--- src/itc_pkg.sv ---
// Purpose: constants and types for the interval timer control/status block
// Assumes: byte-wide i/o port access, three counters
// Notes:   port addresses are i/o addresses, 8-bit data
package itc_pkg;
    localparam logic [7:0] ITC_PORT_CNT0 = 8'h40;
    localparam logic [7:0] ITC_PORT_CNT1 = 8'h41;
    localparam logic [7:0] ITC_PORT_CNT2 = 8'h42;
    localparam logic [7:0] ITC_PORT_CTRL = 8'h43;

    localparam int ITC_NUM_CNT = 3;

    // control byte fields
    localparam int ITC_SEL_HI  = 7;
    localparam int ITC_SEL_LO  = 6;
    localparam int ITC_ACC_HI  = 5;
    localparam int ITC_ACC_LO  = 4;
    localparam int ITC_MODE_HI = 3;
    localparam int ITC_MODE_LO = 1;
    localparam int ITC_BCD_BIT = 0;

    // read-back command fields
    localparam int ITC_RB_NCOUNT  = 5;
    localparam int ITC_RB_NSTATUS = 4;
    localparam int ITC_RB_CNT0    = 1;

    localparam logic [1:0] ITC_SEL_READBACK = 2'h3;
    localparam logic [1:0] ITC_ACC_LATCH    = 2'h0;
    localparam logic [1:0] ITC_ACC_LSB      = 2'h1;
    localparam logic [1:0] ITC_ACC_MSB      = 2'h2;
    localparam logic [1:0] ITC_ACC_BOTH     = 2'h3;

    localparam logic [1:0] ITC_ACC_RESET  = 2'h3;
    localparam logic [2:0] ITC_MODE_RESET = 3'h0;
    localparam logic [7:0] ITC_RDATA_IDLE = 8'h00;

    // mode decode: bit 3 is a don't-care when bit 2 is set
    function automatic logic [2:0] itc_decode_mode(input logic [2:0] m);
        itc_decode_mode = m[1] ? {1'b0, m[1:0]} : m;
    endfunction : itc_decode_mode
endpackage : itc_pkg

--- src/itc_status_reg.sv ---
// Purpose: per-counter programmed settings and pending-load flag
// Assumes: write strobes come from the control port decode
// Notes:   one instance per counter
`timescale 1ns/1ns
`default_nettype none
module itc_status_reg
    import itc_pkg::*;
(
    // clock and reset
    input  wire logic       mclk,
    input  wire logic       sys_rst,
    // programming
    input  wire logic       ctrl_we,
    input  wire logic [7:0] ctrl_byte,
    input  wire logic       count_we,
    input  wire logic       count_loaded,
    // state
    output logic [1:0]      acc_q,
    output logic [2:0]      mode_q,
    output logic            bcd_q,
    output logic            pending_load_flag_q
);
    logic [1:0] acc_d;
    logic [2:0] mode_d;
    logic       bcd_d;
    logic       pending_load_flag_d;

    always_comb begin
        acc_d               = acc_q;
        mode_d              = mode_q;
        bcd_d               = bcd_q;
        pending_load_flag_d = pending_load_flag_q;
        if (count_loaded) begin
            pending_load_flag_d = 1'b0;
        end
        // latch command leaves the programmed settings alone
        if (ctrl_we && ctrl_byte[ITC_ACC_HI:ITC_ACC_LO] != ITC_ACC_LATCH) begin
            acc_d               = ctrl_byte[ITC_ACC_HI:ITC_ACC_LO];
            mode_d              = itc_decode_mode(ctrl_byte[ITC_MODE_HI:ITC_MODE_LO]);
            bcd_d               = ctrl_byte[ITC_BCD_BIT];
            pending_load_flag_d = 1'b1;
        end
        // a new write wins over a load in the same cycle
        if (count_we) begin
            pending_load_flag_d = 1'b1;
        end
    end

    always_ff @(posedge mclk) begin
        if (sys_rst) begin
            acc_q               <= ITC_ACC_RESET;
            mode_q              <= ITC_MODE_RESET;
            bcd_q               <= 1'b0;
            pending_load_flag_q <= 1'b1;
        end else begin
            acc_q               <= acc_d;
            mode_q              <= mode_d;
            bcd_q               <= bcd_d;
            pending_load_flag_q <= pending_load_flag_d;
        end
    end
endmodule : itc_status_reg
`default_nettype wire

--- src/itc_control_status.sv ---
// Purpose: control port decode and read-back status bytes of a three-counter timer
// Assumes: counter cores outside; out pins arrive asynchronously
// Notes:   status byte appears at a data port only after a read-back asks for it
//
// Notes on behaviour
// - status bit 7 shows counter output level
// - status bits 5:4 echo byte-access code
// - status bits 3:1 echo programmed mode code
// - status bit 0 shows binary or bcd
// - select field picks counter; 11 is read-back
// - access field: latch, lsb, msb, lsb-then-msb
// - mode field selects one of six modes
// - mode msb ignored for modes 2 and 3
// - bit 0 selects binary or bcd counting
// - new count applied when mode says so
// - status returned only after read-back request
`timescale 1ns/1ns
`default_nettype none
module itc_control_status
    import itc_pkg::*;
(
    // clock and reset
    input  wire logic       mclk,
    input  wire logic       sys_rst,
    // i/o port access
    input  wire logic       io_wr,
    input  wire logic       io_rd,
    input  wire logic [7:0] io_addr,
    input  wire logic [7:0] io_wdata,
    output logic [7:0]      io_rdata,
    output logic            io_rvalid,
    // counter cores
    input  wire logic [2:0] cnt_out,
    input  wire logic [2:0] cnt_loaded,
    output logic [2:0]      cnt_ctrl_we,
    output logic [2:0]      cnt_count_we,
    output logic [2:0]      cnt_latch_req,
    output logic [7:0]      cnt_wdata,
    output logic [2:0]      cnt_mode0,
    output logic [2:0]      cnt_mode1,
    output logic [2:0]      cnt_mode2,
    output logic [2:0]      cnt_bcd,
    output logic [1:0]      cnt_acc0,
    output logic [1:0]      cnt_acc1,
    output logic [1:0]      cnt_acc2
);
    logic [2:0] out_meta_q;
    logic [2:0] out_sync_q;
    logic [2:0] status_armed_q;
    logic [2:0] status_armed_d;
    logic [7:0] io_rdata_d;
    logic       io_rvalid_d;
    logic [2:0] ctrl_we_d;
    logic [2:0] count_we_d;
    logic [2:0] latch_d;
    logic [2:0] ctrl_we_q;
    logic [2:0] count_we_q;
    logic [2:0] latch_q;
    logic [7:0] wdata_q;
    logic [1:0] acc   [ITC_NUM_CNT];
    logic [2:0] mode  [ITC_NUM_CNT];
    logic       bcd   [ITC_NUM_CNT];
    logic       pend  [ITC_NUM_CNT];
    logic [1:0] sel;
    logic       ctrl_hit;

    assign sel      = io_wdata[ITC_SEL_HI:ITC_SEL_LO];
    assign ctrl_hit = io_wr && io_addr == ITC_PORT_CTRL;

    function automatic logic [1:0] port_index(input logic [7:0] a);
        port_index = a[1:0];
    endfunction : port_index

    function automatic logic is_data_port(input logic [7:0] a);
        is_data_port = a == ITC_PORT_CNT0 || a == ITC_PORT_CNT1 || a == ITC_PORT_CNT2;
    endfunction : is_data_port

    for (genvar i = 0; i < ITC_NUM_CNT; i++) begin : g_cnt
        itc_status_reg u_status (
            .mclk                (mclk),
            .sys_rst             (sys_rst),
            .ctrl_we             (ctrl_we_d[i]),
            .ctrl_byte           (io_wdata),
            .count_we            (count_we_d[i]),
            .count_loaded        (cnt_loaded[i]),
            .acc_q               (acc[i]),
            .mode_q              (mode[i]),
            .bcd_q               (bcd[i]),
            .pending_load_flag_q (pend[i])
        );
    end

    always_comb begin
        ctrl_we_d      = '0;
        count_we_d     = '0;
        latch_d        = '0;
        status_armed_d = status_armed_q;
        io_rdata_d     = ITC_RDATA_IDLE;
        io_rvalid_d    = 1'b0;
        if (ctrl_hit) begin
            if (sel == ITC_SEL_READBACK) begin
                for (int i = 0; i < ITC_NUM_CNT; i++) begin
                    if (io_wdata[ITC_RB_CNT0 + i]) begin
                        // bits active low: 0 requests
                        if (!io_wdata[ITC_RB_NSTATUS]) begin
                            status_armed_d[i] = 1'b1;
                        end
                        if (!io_wdata[ITC_RB_NCOUNT]) begin
                            latch_d[i] = 1'b1;
                        end
                    end
                end
            end else if (io_wdata[ITC_ACC_HI:ITC_ACC_LO] == ITC_ACC_LATCH) begin
                latch_d[sel] = 1'b1;
            end else begin
                ctrl_we_d[sel] = 1'b1;
            end
        end
        if (io_wr && is_data_port(io_addr)) begin
            // core applies it at its mode's load point
            count_we_d[port_index(io_addr)] = 1'b1;
        end
        if (io_rd && is_data_port(io_addr)) begin
            io_rvalid_d = 1'b1;
            if (status_armed_q[port_index(io_addr)]) begin
                io_rdata_d = {out_sync_q[port_index(io_addr)],
                              pend[port_index(io_addr)],
                              acc[port_index(io_addr)],
                              mode[port_index(io_addr)],
                              bcd[port_index(io_addr)]};
                status_armed_d[port_index(io_addr)] = 1'b0;
            end
            // unarmed reads: count data comes from the core, idle value here
        end
    end

    always_ff @(posedge mclk) begin
        if (sys_rst) begin
            out_meta_q     <= '0;
            out_sync_q     <= '0;
            status_armed_q <= '0;
            io_rdata       <= ITC_RDATA_IDLE;
            io_rvalid      <= 1'b0;
            ctrl_we_q      <= '0;
            count_we_q     <= '0;
            latch_q        <= '0;
            wdata_q        <= '0;
        end else begin
            out_meta_q     <= cnt_out;
            out_sync_q     <= out_meta_q;
            status_armed_q <= status_armed_d;
            io_rdata       <= io_rdata_d;
            io_rvalid      <= io_rvalid_d;
            ctrl_we_q      <= ctrl_we_d;
            count_we_q     <= count_we_d;
            latch_q        <= latch_d;
            wdata_q        <= io_wdata;
        end
    end

    assign cnt_ctrl_we   = ctrl_we_q;
    assign cnt_count_we  = count_we_q;
    assign cnt_latch_req = latch_q;
    assign cnt_wdata     = wdata_q;
    assign cnt_mode0     = mode[0];
    assign cnt_mode1     = mode[1];
    assign cnt_mode2     = mode[2];
    assign cnt_bcd       = {bcd[2], bcd[1], bcd[0]};
    assign cnt_acc0      = acc[0];
    assign cnt_acc1      = acc[1];
    assign cnt_acc2      = acc[2];
endmodule : itc_control_status
`default_nettype wire

--- config.mk ---
export PLATFORM = sky130hd
export DESIGN_NAME = itc_control_status
export DESIGN_NICKNAME = d
export VERILOG_FILES = /design/src/itc_pkg.sv /design/src/itc_status_reg.sv /design/src/itc_control_status.sv
export SDC_FILE = /design/constraint.sdc
export NUM_CORES = 1
export LEC_CHECK = 0
export ABC_AREA = 1
export ABC_CLOCK_PERIOD_IN_PS = 990
export BUFFER_PORTS_ARGS = -buffer_cell sky130_fd_sc_hd__buf_2
export CAP_MARGIN = 40
export CORE_MARGIN = 3
export CORE_UTILIZATION = 45
export DETAILED_ROUTE_END_ITERATION = 8
export GPL_TIMING_DRIVEN = 0
export PLACE_DENSITY = 0.72
export SKIP_LAST_GASP = 1
export SLEW_MARGIN = 20
export SYNTH_ARGS = -nofsm -noshare
export SYNTH_HDL_FRONTEND = slang
export SYNTH_SLANG_ARGS = --single-unit
--- constraint.sdc ---
create_clock -name mclk -period 0.99 [get_ports mclk]
set_clock_uncertainty 0.1 [all_clocks]
set_input_delay 0.0495 -clock mclk [delete_from_list [all_inputs] [get_ports mclk]]
set_output_delay 0.0495 -clock mclk [all_outputs]
set_load 0.02 [all_outputs]
Yosys cells after proc, flatten, opt, wreduce, memory -nomap -nowiden
Index checks and enable logic that the tools add are counted.
- magnitude comparators: 5
- eq/ne operators: 5
- multiplexer cells: 42
- bitwise gates (word level): 6
- reductions and logical operators: 17
- operators by type and width (operator ; number):
    $mux 3 ; 13
    $eq 8x7->1 const B ; 4
    $mux 1 ; 19
    $reduce_or 3->1 ; 4
    $bmux 1 s2 ; 4
    $logic_and 1x1->1 ; 8
    $bmux 3 s2 ; 1
    $lt 2x3->1 const B ; 2
    $bmux 2 s2 ; 1
    $demux 1 s2 ; 2
    $ge 2x1->1 const B ; 2
    $mux 2 ; 2
    $and 3x3->3 ; 1
    $ge 3x3->1 const B ; 1
    $not 1->1 ; 3
    $not 2->3 ; 1
    $not 3->3 ; 1
    $eq 2x2->1 const B ; 1
    $logic_not 2->1 ; 1
    $logic_or 1x1->1 ; 2
    $reduce_bool 2->1 ; 1
    $reduce_or 2->1 ; 1
- bits in registers: 56
- bits of input ports: 26
- output and inout bits: 44
- logic and storage cells: 96

Longest topological paths before layout
Gate-level depths: netlist of the first run.
- word-level depth: 9
- gate-level depth with buffers: 9
- depth with buffers taken out: 8

Hierarchy
From an unflattened synthesis of the first run, not the netlist that was laid out.
- cells, all modules: 309
- area total of the unflattened synthesis: 2322.2 µm²
- modules (own cells, without submodules) (module ; instances ; cells an instance ; area each (µm²) ; seq. area each (µm²)):
    itc_control_status ; 1 ; 177 ; 1308.8 ; 700.7
    itc_status_reg ; 3 ; 44 ; 337.8 ; 140.1

Worst setup path after synthesis of the first run
No wires, ideal clock.
- path type: input to register
- start: input port io_addr[3]
- end: register g_cnt[0].u_status.mode_q[2]
- setup time: 113 ps
- arrival: 796 ps
- required time: 777 ps
- setup slack: -19 ps
- stages: 7
- buffers on the path: 1
- cells stage by stage: nor2_2 -> nand2_2 -> nor2_8 -> nand3_2 -> buf_6 -> nor2_1 -> nor2_1
- word-level cells in the longest chain between the ends: 4
- ends and longest elaborated chain (item ; line ; text):
    from (decl) ; itc_control_status.sv:28 ; input wire logic [7:0] io_addr,
    $eq 8x7->1 ; itc_control_status.sv:68 ; assign ctrl_hit = io_wr && io_addr == ITC_PORT_CTRL;
    $logic_and 1x1->1 ; itc_control_status.sv:68 ;
    $mux 3 ; itc_control_status.sv:100 ; if (ctrl_hit) begin
    $logic_and 1x1->1 ; itc_status_reg.sv:37 ; if (ctrl_we && ctrl_byte[ITC_ACC_HI:ITC_ACC_LO] != ITC_ACC_LATCH) begin
    to (signal assigned) ; itc_status_reg.sv:57 ; mode_q <= mode_d;
    to (decl) ; itc_status_reg.sv:19 ; output logic [2:0] mode_q,
Every way passes these cells.
A chain may end at the register's enable or synchronous reset.

Worst setup path in the final report of the first run
- start: register status_armed_q[1]
- end: register io_rdata[5]
- word-level cells in the longest chain between the ends: 4
- ends and longest elaborated chain (item ; line ; text):
    from (decl) ; itc_control_status.sv:49 ; logic [2:0] status_armed_q;
    from (signal assigned) ; itc_control_status.sv:151 ; status_armed_q <= status_armed_d;
    $bmux 1 s2 ; itc_control_status.sv:125 ; if (status_armed_q[port_index(io_addr)]) begin
    $mux 1 (not written as such) ; itc_control_status.sv:125 ;
    $not 1->1 (no source line) ; n/a ;
    $reduce_or 3->1 (no source line) ; n/a ;
    to (signal assigned) ; itc_control_status.sv:152 ; io_rdata <= io_rdata_d;
    to (decl) ; itc_control_status.sv:30 ; output logic [7:0] io_rdata,
Every way passes these cells. The select of a mux whose other input is x is not followed.

==> impl_metrics.env, run 1 <==
export IMPL_path_delay_family="simple AND/OR/NAND/NOR gates"
export IMPL_synth_ff_latch_count=56
export IMPL_critical_path_class="reg -> reg"
export IMPL_cap_viol_max_count=0
export IMPL_numClockSinks=56
export IMPL_syn_cell_area_sq_um=2237
export IMPL_worst_path_max_delay_cell="dfxtp_2"
export IMPL_seq_power_share_pct=57.8
export IMPL_max_clock_freq_mhz=936.1
export IMPL_grt_pass1_vias=2080
export IMPL_gr_total_overflow=0
export IMPL_cts_tree="built"
export IMPL_worstMarginPinSlew_ns=0.5163
export IMPL_clkTransAtPathRegs_ns=0.10
export IMPL_hpwl_mm=4.008
export IMPL_h_tree_depth=2
export IMPL_syn_avg_cell_area_sq_um=7.795
export IMPL_grt_pass1_wl_mm=9.708
export IMPL_drtAntennaViolNets=0
export IMPL_routed_wl_mm=5.981
export IMPL_hold_slack_ns=-0.1093
export IMPL_dpl_cell_area_sq_um=2679
export IMPL_initialDrtViolationCount=104
export IMPL_violations="hold timing, setup timing"
export IMPL_post_place_cells=422
export IMPL_end_kind="register"
export IMPL_finalCriticalPeriod_ns=1.068
export IMPL_finalPower_mw=3.976
export IMPL_reg2reg_setup_slack_ns=-0.08
export IMPL_outcome="finished with violations"
export IMPL_synthCells=287
export IMPL_pwr_share_comb_pct=10.6
export IMPL_crit_start="status_armed_q[1]"
export IMPL_timing_rr_start="status_armed_q[1]"
export IMPL_start_util_pct=47.05
export IMPL_fin_setup_tns_ns=-0.4704
export IMPL_postLayoutCellArea_sq_um=3120
export IMPL_yosysWarnings=0
export IMPL_ys_types=25
export IMPL_fp_row_count=25
export IMPL_leakage_nw=1.587
export IMPL_peakVddDrop_v=0.0006876
export IMPL_area_growth_pct=39.49
export IMPL_min_from="sys_rst"
export IMPL_clockRootBuffer="clkbuf_8"
export IMPL_dr_pass1_iters=5
export IMPL_yosysSeqAreaShare_pct=50.11
export IMPL_routed_via_density=4.753
export IMPL_clk_latency_ns=0.31
export IMPL_setup_viol=8
export IMPL_numCtsBuffers=5
export IMPL_die_y_microns=76.51
export IMPL_p_int_mw=2.965
export IMPL_crit_path_max_fanout=8
export IMPL_cp_start_kind="register"
export IMPL_drive_gt1_share_pct=35.40
export IMPL_fin_util_pct=65.63
export IMPL_pwr_share_clk_pct=31.6
export IMPL_cp_buffers_inverters=0
export IMPL_slew_headroom_pct=65.58
export IMPL_p_per_area_nw_per_um2=1274
export IMPL_io_pins=70
export IMPL_dpl_worst_slack_ns=-0.3276
export IMPL_place_congestion=0.8215
export IMPL_fillers=418
export IMPL_switching_power_mw=1.012
export IMPL_die_w_microns=76.51
export IMPL_avgRoutedWirePerCell_microns=13.17
export IMPL_p_sw_share_pct=25.45
export IMPL_max_stage_delay_ns=0.35
export IMPL_fin_nets=412
export IMPL_core_area_sq_um=4755
export IMPL_die_area_sq_um=5854
export IMPL_antennaDiodeCount=0
export IMPL_antenna_found_initial=0
export IMPL_period_share_pct=107.9
export IMPL_rsz0062_at_grt="yes"
export IMPL_drcViolationCount=0
export IMPL_num_vias=2158
export IMPL_synth_fp_nets=313
export IMPL_crit_arrival_ns=1.22
export IMPL_crit_required_ns=1.14
export IMPL_grt_total_usage_pct=20.60
export IMPL_drv_slew=0
export IMPL_worstPathCellList="nor2_2 > nor3_2 > nand2_4 > a21oi_2"
export IMPL_hold_class="in -> reg"
export IMPL_instances_no_fill=454
export IMPL_layout_setup_ws_ns=-0.07828
export IMPL_hold_violations=2
export IMPL_grt_max_degree=18
export IMPL_io_buffers=68
export IMPL_max_clock_path_buffers=2
kinds of logic (layout without fill, tap and decap cells):
kind of cell | count (synthesis) | in the layout | share of synthesized area [%]
DFF | 56 | 56 | 50.11
buffers and inverters | 50 | 150 | 11.19
and+or+nand+nor | 157 | 157 | 32.77
AOI/OAI and AO/OA | 24 | 24 | 5.929
area by class of cell:
class	count	area [sq um]	share of cell area (%)
buffer	8	83.83	2.686
clock buffer	6	72.57	2.326
clock inverter	2	16.27	0.5213
inverter	39	153.9	4.932
multi-input combinational	181	910.9	29.19
sequential	56	1145	36.69
tap	67	83.83	2.686
timing repair buffer	95	654.4	20.97
layer usage:
metal  vias up  GRT usage, %  part of all wire, %
li1       1088             -                    -
met1       985         25.82                   45
met2        74         34.71                   48
met3        11         3.783                  5.8
met4         0         8.696                  1.8
met5         -             0                    0
power groups by stage:
stage	Combinational [mW]	Clock, mW	Sequential, mW
finish	0.422	1.26	2.30
global route	0.461	1.37	2.30
CTS	0.408	1.26	2.30
detailed placement	0.340	0	2.35
global placement	0.337	0	2.35
floorplan	0.180	0	2.37
worst reg2reg max path: stages, from the launching register on:
cell and delay, ns:
dfxtp_2 0.35, nor2_2 0.04, nor3_2 0.24, nand2_4 0.14, a21oi_2 0.14
cells in the final DEF, fill, tap and decap left out, types with 2 or more instances in the layout:
master and instances:
o22ai_1 5, nand2_2 3, buf_2 51, nor2_1 60
nor2_2 7, a22oi_1 2, inv_2 2, nand2_1 46
nor3_1 4, dfxtp_2 19, dfxtp_1 37, nor2_4 3
nand3_2 2, nand4_1 3, nand2_4 3, dlygate4sd3_1 20
a21oi_1 14, clkbuf_8 7, nor3_2 3, nand3_1 20
buf_4 19, a21oi_2 2, buf_6 9, inv_1 36
worst paths after layout:
check	to	cells after the start
min	io_rvalid	2
max	io_rdata[5]	4
min reg2reg	out_sync_q[1]	2
max reg2reg	io_rdata[5]	4
Yosys cell counts (all sizes together):
master | n | share of area, %
inv | 39 | 6.5
clkbuf | 2 | 1.2
dfxtp | 56 | 50
o22ai | 5 | 1.4
buf | 9 | 3.4
nor3 | 8 | 2.7
a31oi | 1 | 0.28
nor2 | 71 | 14
nand4 | 3 | 0.84
nand2 | 52 | 9.7
a21oi | 16 | 3.6
a22oi | 2 | 0.67
nand3 | 23 | 5.8
flip-flops by register name, summed over array words and instances (netlist names):
name,cells
cnt_wdata,8
out_meta_q,3
g_cnt.u_status.pending_load_flag_q,3
cnt_latch_req,3
cnt_count_we,3
status_armed_q,3
g_cnt.u_status.acc_q,6
io_rvalid,1
g_cnt.u_status.bcd_q,3
g_cnt.u_status.mode_q,9
io_rdata,8
cnt_ctrl_we,3
out_sync_q,3
what timing repair did:
action                                  CTS  global route
endpoints found under the setup margin   21            45
pin swaps                                 8             4
endpoints found under the hold margin    39             3
hold buffers                             20             2
buffers inserted                          3             4
resized for setup                        33            19
Note: power is estimated with default switching activity, not from simulation.
==> run 2, diff against run 1 <==
--- a/config.mk
+++ b/config.mk
@@ -9,11 +9,12 @@
 export ABC_CLOCK_PERIOD_IN_PS = 990
 export BUFFER_PORTS_ARGS = -buffer_cell sky130_fd_sc_hd__buf_2
 export CAP_MARGIN = 40
+export CORE_ASPECT_RATIO = 0.75
 export CORE_MARGIN = 3
-export CORE_UTILIZATION = 45
+export CORE_UTILIZATION = 30
 export DETAILED_ROUTE_END_ITERATION = 8
 export GPL_TIMING_DRIVEN = 0
-export PLACE_DENSITY = 0.72
+export PLACE_DENSITY = 0.51
 export SKIP_LAST_GASP = 1
 export SLEW_MARGIN = 20
 export SYNTH_ARGS = -nofsm -noshare
==> impl_metrics.env, run 2 (same netlist as run 1, synthesis figures left out) <==
export IMPL_numCtsBuffers=5
export IMPL_cts_tree="built"
export IMPL_crit_arrival_ns=1.24
export IMPL_max_stage_delay_ns=0.35
export IMPL_worstMarginPinSlew_ns=0.4354
export IMPL_path_delay_family="simple AND/OR/NAND/NOR gates"
export IMPL_routed_wl_mm=6.446
export IMPL_multi_input_area_sq_um=930.9
export IMPL_min_from="sys_rst"
export IMPL_worst_path_max_delay_cell="dfxtp_2"
export IMPL_max_clock_path_buffers=2
export IMPL_final_cell_mix="nor2_1 (56), buf_2 (51), nand2_1 (47)"
export IMPL_leakage_nw=1.604
export IMPL_numClockSinks=56
export IMPL_setup_viol=8
export IMPL_crit_required_ns=1.13
export IMPL_finalPower_mw=4.034
export IMPL_cp_start_kind="register"
export IMPL_io_buffers=68
export IMPL_dr_pass1_iters=4
export IMPL_clockRootBuffer="clkbuf_8"
export IMPL_clk_latency_ns=0.30
export IMPL_die_area_sq_um=8540
export IMPL_outcome="finished with violations"
export IMPL_reg2reg_depth=4
export IMPL_routed_via_density=4.309
export IMPL_hold_violations=1
export IMPL_final_common_cell="nor2_1"
export IMPL_cap_viol_max_count=0
export IMPL_p_per_area_nw_per_um2=1257
export IMPL_fin_nets=415
export IMPL_initialDrtViolationCount=120
export IMPL_drtAntennaViolNets=0
export IMPL_fillers=743
export IMPL_die_y_microns=80.79
export IMPL_grt_pass1_wl_mm=10.03
export IMPL_num_vias=2103
export IMPL_wl_met1_mm=3.146
export IMPL_period_share_pct=110.9
export IMPL_h_tree_depth=2
export IMPL_critical_path_class="reg -> reg"
export IMPL_timing_rr_start="status_armed_q[1]"
export IMPL_min_path_cells=2
export IMPL_largest_reg_flops=9
export IMPL_rr_endpoint="io_rdata[5]"
export IMPL_route_met3_wl_microns=512
export IMPL_drive_gt1_share_pct=35.38
export IMPL_drcViolationCount=0
export IMPL_grt_total_usage_pct=14.79
export IMPL_worstPathCellList="nor2_2 > nor3_2 > nand2_4 > a21oi_2"
export IMPL_drv_slew=0
export IMPL_io_pins=70
export IMPL_fp_row_count=26
export IMPL_hpwl_mm=4.524
export IMPL_topRoutingLayerUsed="met4"
export IMPL_slew_headroom_pct=70.97
export IMPL_cp_buffers_inverters=0
export IMPL_met2WireLength_mm=2.747
export IMPL_layout_setup_ws_ns=-0.1084
export IMPL_core_area_sq_um=7027
export IMPL_finalCriticalPeriod_ns=1.098
export IMPL_area_growth_pct=43.51
export IMPL_rsz0062_at_grt="yes"
export IMPL_die_w_microns=105.7
export IMPL_gr_total_overflow=0
export IMPL_hold_end="io_rvalid"
export IMPL_max_clock_freq_mhz=910.4
export IMPL_postLayoutCellArea_sq_um=3211
export IMPL_hold_slack_ns=-0.1156
export IMPL_peakVddDrop_v=0.0005645
export IMPL_start_util_pct=31.84
export IMPL_grt_max_degree=17
export IMPL_regMostFlops="g_cnt.u_status.mode_q"
export IMPL_hold_class="in -> reg"
export IMPL_place_congestion=0.8327
export IMPL_crit_path_max_fanout=8
export IMPL_reg2reg_setup_slack_ns=-0.11
export IMPL_antennaDiodeCount=0
export IMPL_end_kind="register"
export IMPL_regArea_sq_um=1144
export IMPL_grt_pass1_vias=2001
export IMPL_dpl_cell_area_sq_um=2718
export IMPL_violations="hold timing, setup timing"
export IMPL_clkTransAtPathRegs_ns=0.10
export IMPL_antenna_found_initial=0
export IMPL_avgRoutedWirePerCell_microns=13.21
run 2: changes by cell type in the layout (fill, tap and decap cells not counted), moves of 2 or more:
cell | before | now
buf_4 | 19 | 22
nor2_1 | 60 | 56
dfxtp_1 | 37 | 40
dfxtp_2 | 19 | 15
nor2_2 | 7 | 10
nand2_2 | 3 | 1
run 2: routing by layer:
layer,up-vias,GRT usage [%]
li1,1100,-
met1,926,20.87
met2,73,23.41
met3,4,3.733
met4,0,2.329
met5,-,0
run 2: per-stage QoR:
stage	setup slack [ns]	setup TNS [ns]	utilization, %	std cells
after floorplan	-0.007750	-0.009000	-	287
after global placement	-0.3776	-12.18	38.68	453
after detailed placement	-0.3948	-11.94	38.68	453
after CTS	-0.1209	-0.7513	43.98	481
after global routing	-0.1612	-1.035	45.69	488
final	-0.1084	-0.6747	45.69	488
run 2: area by class of cell:
class / count / share of cell area, %
Buffer: 8 / 2.611
Clock buffer: 7 / 2.689
Clock inverter: 1 / 0.2338
Inverter: 39 / 4.910
Multi-Input combinational cell: 181 / 28.99
Sequential cell: 56 / 35.62
Tap cell: 98 / 3.819
Timing Repair Buffer: 98 / 21.12
run 2: report_power, final:
part           internal, mW  switching (mW)
Clock                 0.571           0.724
Combinational         0.180           0.265
Sequential             2.29         0.00918
Total                  3.04           0.998
run 2: worst max path at each step:
stage          depth (start not counted)  slack, ns         startpoint                     endpoint
2_1_floorplan                          8     -0.008         io_addr[6]  g_cnt[0].u_status.mode_q[2]
3_3_place_gp                           7      -0.38         io_addr[0]                  io_rdata[5]
3_5_place_dp                           7      -0.39         io_addr[0]                  io_rdata[5]
4_1_cts                                4      -0.12  status_armed_q[1]                  io_rdata[5]
5_1_grt                                4      -0.16  status_armed_q[0]                  io_rdata[5]
6_report                               4      -0.11  status_armed_q[1]                  io_rdata[5]
run 2: repair_timing:
item / CTS / global route
resized for setup: 32 / 25
hold buffers: 21 / 1
hold endpoints to repair: 38 / 2
setup endpoints to repair: 20 / 42
gates cloned: 0 / 2
pin swaps: 6 / 5
buffers inserted: 2 / 6
==> run 3, diff against run 2 <==
--- a/config.mk
+++ b/config.mk
@@ -8,13 +8,15 @@
 export ABC_AREA = 1
 export ABC_CLOCK_PERIOD_IN_PS = 990
 export BUFFER_PORTS_ARGS = -buffer_cell sky130_fd_sc_hd__buf_2
-export CAP_MARGIN = 40
+export CAP_MARGIN = 10
 export CORE_ASPECT_RATIO = 0.75
 export CORE_MARGIN = 3
 export CORE_UTILIZATION = 30
 export DETAILED_ROUTE_END_ITERATION = 8
 export GPL_TIMING_DRIVEN = 0
+export MAX_ROUTING_LAYER = met4
 export PLACE_DENSITY = 0.51
+export SETUP_SLACK_MARGIN = 0.05
 export SKIP_LAST_GASP = 1
 export SLEW_MARGIN = 20
 export SYNTH_ARGS = -nofsm -noshare
==> impl_metrics.env, run 3 (same netlist as run 1, synthesis figures left out) <==
export IMPL_outcome="finished with violations"
export IMPL_violations="hold timing, setup timing"
export IMPL_worstMarginPinSlew_ns=0.2838
export IMPL_pwr_share_clk_pct=36.1
export IMPL_gr_total_overflow=0
export IMPL_rsz0062_at_grt="yes"
export IMPL_p_per_area_nw_per_um2=1210
export IMPL_area_growth_pct=61.30
export IMPL_numCtsBuffers=5
export IMPL_setup_viol=9
export IMPL_start_util_pct=31.84
export IMPL_io_buffers=68
export IMPL_numClockSinks=56
export IMPL_io_pins=70
export IMPL_max_clock_freq_mhz=896.8
export IMPL_final_cell_mix="nor2_1 (58), buf_6 (50), nand2_1 (42), dfxtp_2 (42), inv_1 (35)"
export IMPL_grt_total_usage_pct=16.37
export IMPL_hold_violations=7
export IMPL_hpwl_mm=4.538
export IMPL_period_share_pct=112.6
export IMPL_busiest_layer="met2"
export IMPL_crit_required_ns=1.13
export IMPL_die_area_sq_um=8540
export IMPL_core_area_sq_um=7027
export IMPL_post_place_cells=453
export IMPL_pwr_share_comb_pct=11.1
export IMPL_clk_latency_ns=0.32
export IMPL_hold_slack_ns=-0.1363
export IMPL_seq_power_share_pct=52.8
export IMPL_dpl_worst_slack_ns=-0.3861
export IMPL_clockRootBuffer="clkbuf_8"
export IMPL_grt_max_degree=19
export IMPL_use_met2_pct=24.36
export IMPL_initialDrtViolationCount=136
export IMPL_num_vias=2194
export IMPL_crit_path_max_fanout=8
export IMPL_cts_tree="built"
export IMPL_leakage_nw=1.721
export IMPL_avgRoutedWirePerCell_microns=13.83
export IMPL_dr_pass1_iters=4
export IMPL_grt_pass1_wl_mm=10.45
export IMPL_fin_nets=421
export IMPL_regMostFlops="g_cnt.u_status.mode_q"
export IMPL_switching_power_mw=1.102
export IMPL_clkTransAtPathRegs_ns=0.10
export IMPL_fp_row_count=26
export IMPL_finalCriticalPeriod_ns=1.115
export IMPL_met1_usage_pct=21.79
export IMPL_cp_start_kind="register"
export IMPL_largest_reg_flops=9
export IMPL_drive_gt1_share_pct=46.21
export IMPL_antennaDiodeCount=0
export IMPL_routed_wl_mm=6.833
export IMPL_antenna_found_initial=0
export IMPL_use_met3_pct=3.177
export IMPL_place_congestion=0.8402
export IMPL_finalPower_mw=4.365
export IMPL_drv_slew=0
export IMPL_die_w_microns=105.7
export IMPL_crit_arrival_ns=1.26
export IMPL_cap_viol_max_count=0
export IMPL_instances_no_fill=494
export IMPL_postLayoutCellArea_sq_um=3608
export IMPL_end_kind="register"
export IMPL_routed_via_density=4.441
export IMPL_max_clock_path_buffers=2
export IMPL_critical_path_class="reg -> reg"
export IMPL_layout_setup_ws_ns=-0.1251
export IMPL_p_int_mw=3.263
export IMPL_h_tree_depth=2
export IMPL_grt_pass1_vias=2109
export IMPL_peakVddDrop_v=0.0006007
export IMPL_drtAntennaViolNets=0
export IMPL_p_sw_share_pct=25.24
export IMPL_slew_headroom_pct=80.98
export IMPL_hold_class="in -> reg"
export IMPL_die_y_microns=80.79
export IMPL_final_common_cell="nor2_1"
export IMPL_drcViolationCount=0
export IMPL_dpl_cell_area_sq_um=2728
[run 3: cell count changes in the layout (fill, tap and decap cells not counted), sizes merged]
cell	change
buf	+7
dlygate4sd3	-3
bufinv	+1
clkbuf	-1
dlymetal6s4s	+1
inv	+1
[run 3: final timing paths]
path                                         from            end  slack, ns  cells after the start
worst max register to register  status_armed_q[1]    io_rdata[7]      -0.13                      4
worst max-delay path            status_armed_q[1]    io_rdata[7]      -0.13                      4
worst min-delay path                      sys_rst      io_rvalid      -0.14                      2
worst min register to register      out_meta_q[0]  out_sync_q[0]       0.31                      2
[run 3: per-stage QoR]
stage          setup TNS [ns]  hold WS (ns)  utilization, %
2_1_floorplan       -0.007869       0.03175               -
3_3_place_gp           -12.84        0.1524           38.82
3_5_place_dp           -11.95        0.1552           38.82
4_1_cts               -0.5299       -0.1413           47.42
5_1_grt                -1.299       -0.1391           51.35
6_report              -0.7106       -0.1363           51.35
[run 3: per-layer routing]
metal / wire (microns) / part of all wire [%]
met1: 3338 / 49
met2: 3057 / 45
met3: 344 / 5.0
met4: 93 / 1.4
met5: 0 / 0
[run 3: what timing repair did]
action / in CTS / in global routing
gates resized for setup: 102 / 61
cloned: 0 / 1
hold endpoints to repair: 40 / 11
pin swaps: 8 / 16
buffers inserted: 9 / 8
hold buffers: 18 / 4
setup endpoints to repair: 52 / 83
[run 3: area by class of cell]
cell class | instances | area, sq um
fill | 697 | 3418
sequential | 56 | 1174
multi-input combinational | 181 | 978.4
timing repair buffer | 104 | 974.7
inverter | 39 | 157.7
tap | 98 | 122.6
buffer | 8 | 86.33
clock buffer | 5 | 68.82
clock inverter | 3 | 46.29
[run 3: power groups by stage]
stage	sequential, mW	combinational [mW]	clock (mW)
finish	2.30	0.486	1.58
global route	2.31	0.524	1.69
CTS	2.30	0.435	1.60
detailed placement	2.35	0.360	0
global placement	2.35	0.359	0
floorplan	2.37	0.182	0
[run 3: worst max-delay path, cell delays in order, from the launching register on]
cell and delay [ns]:
dfxtp_2 0.35, nor2_2 0.04, nor3_2 0.24, nand2_4 0.15
nor2_1 0.16
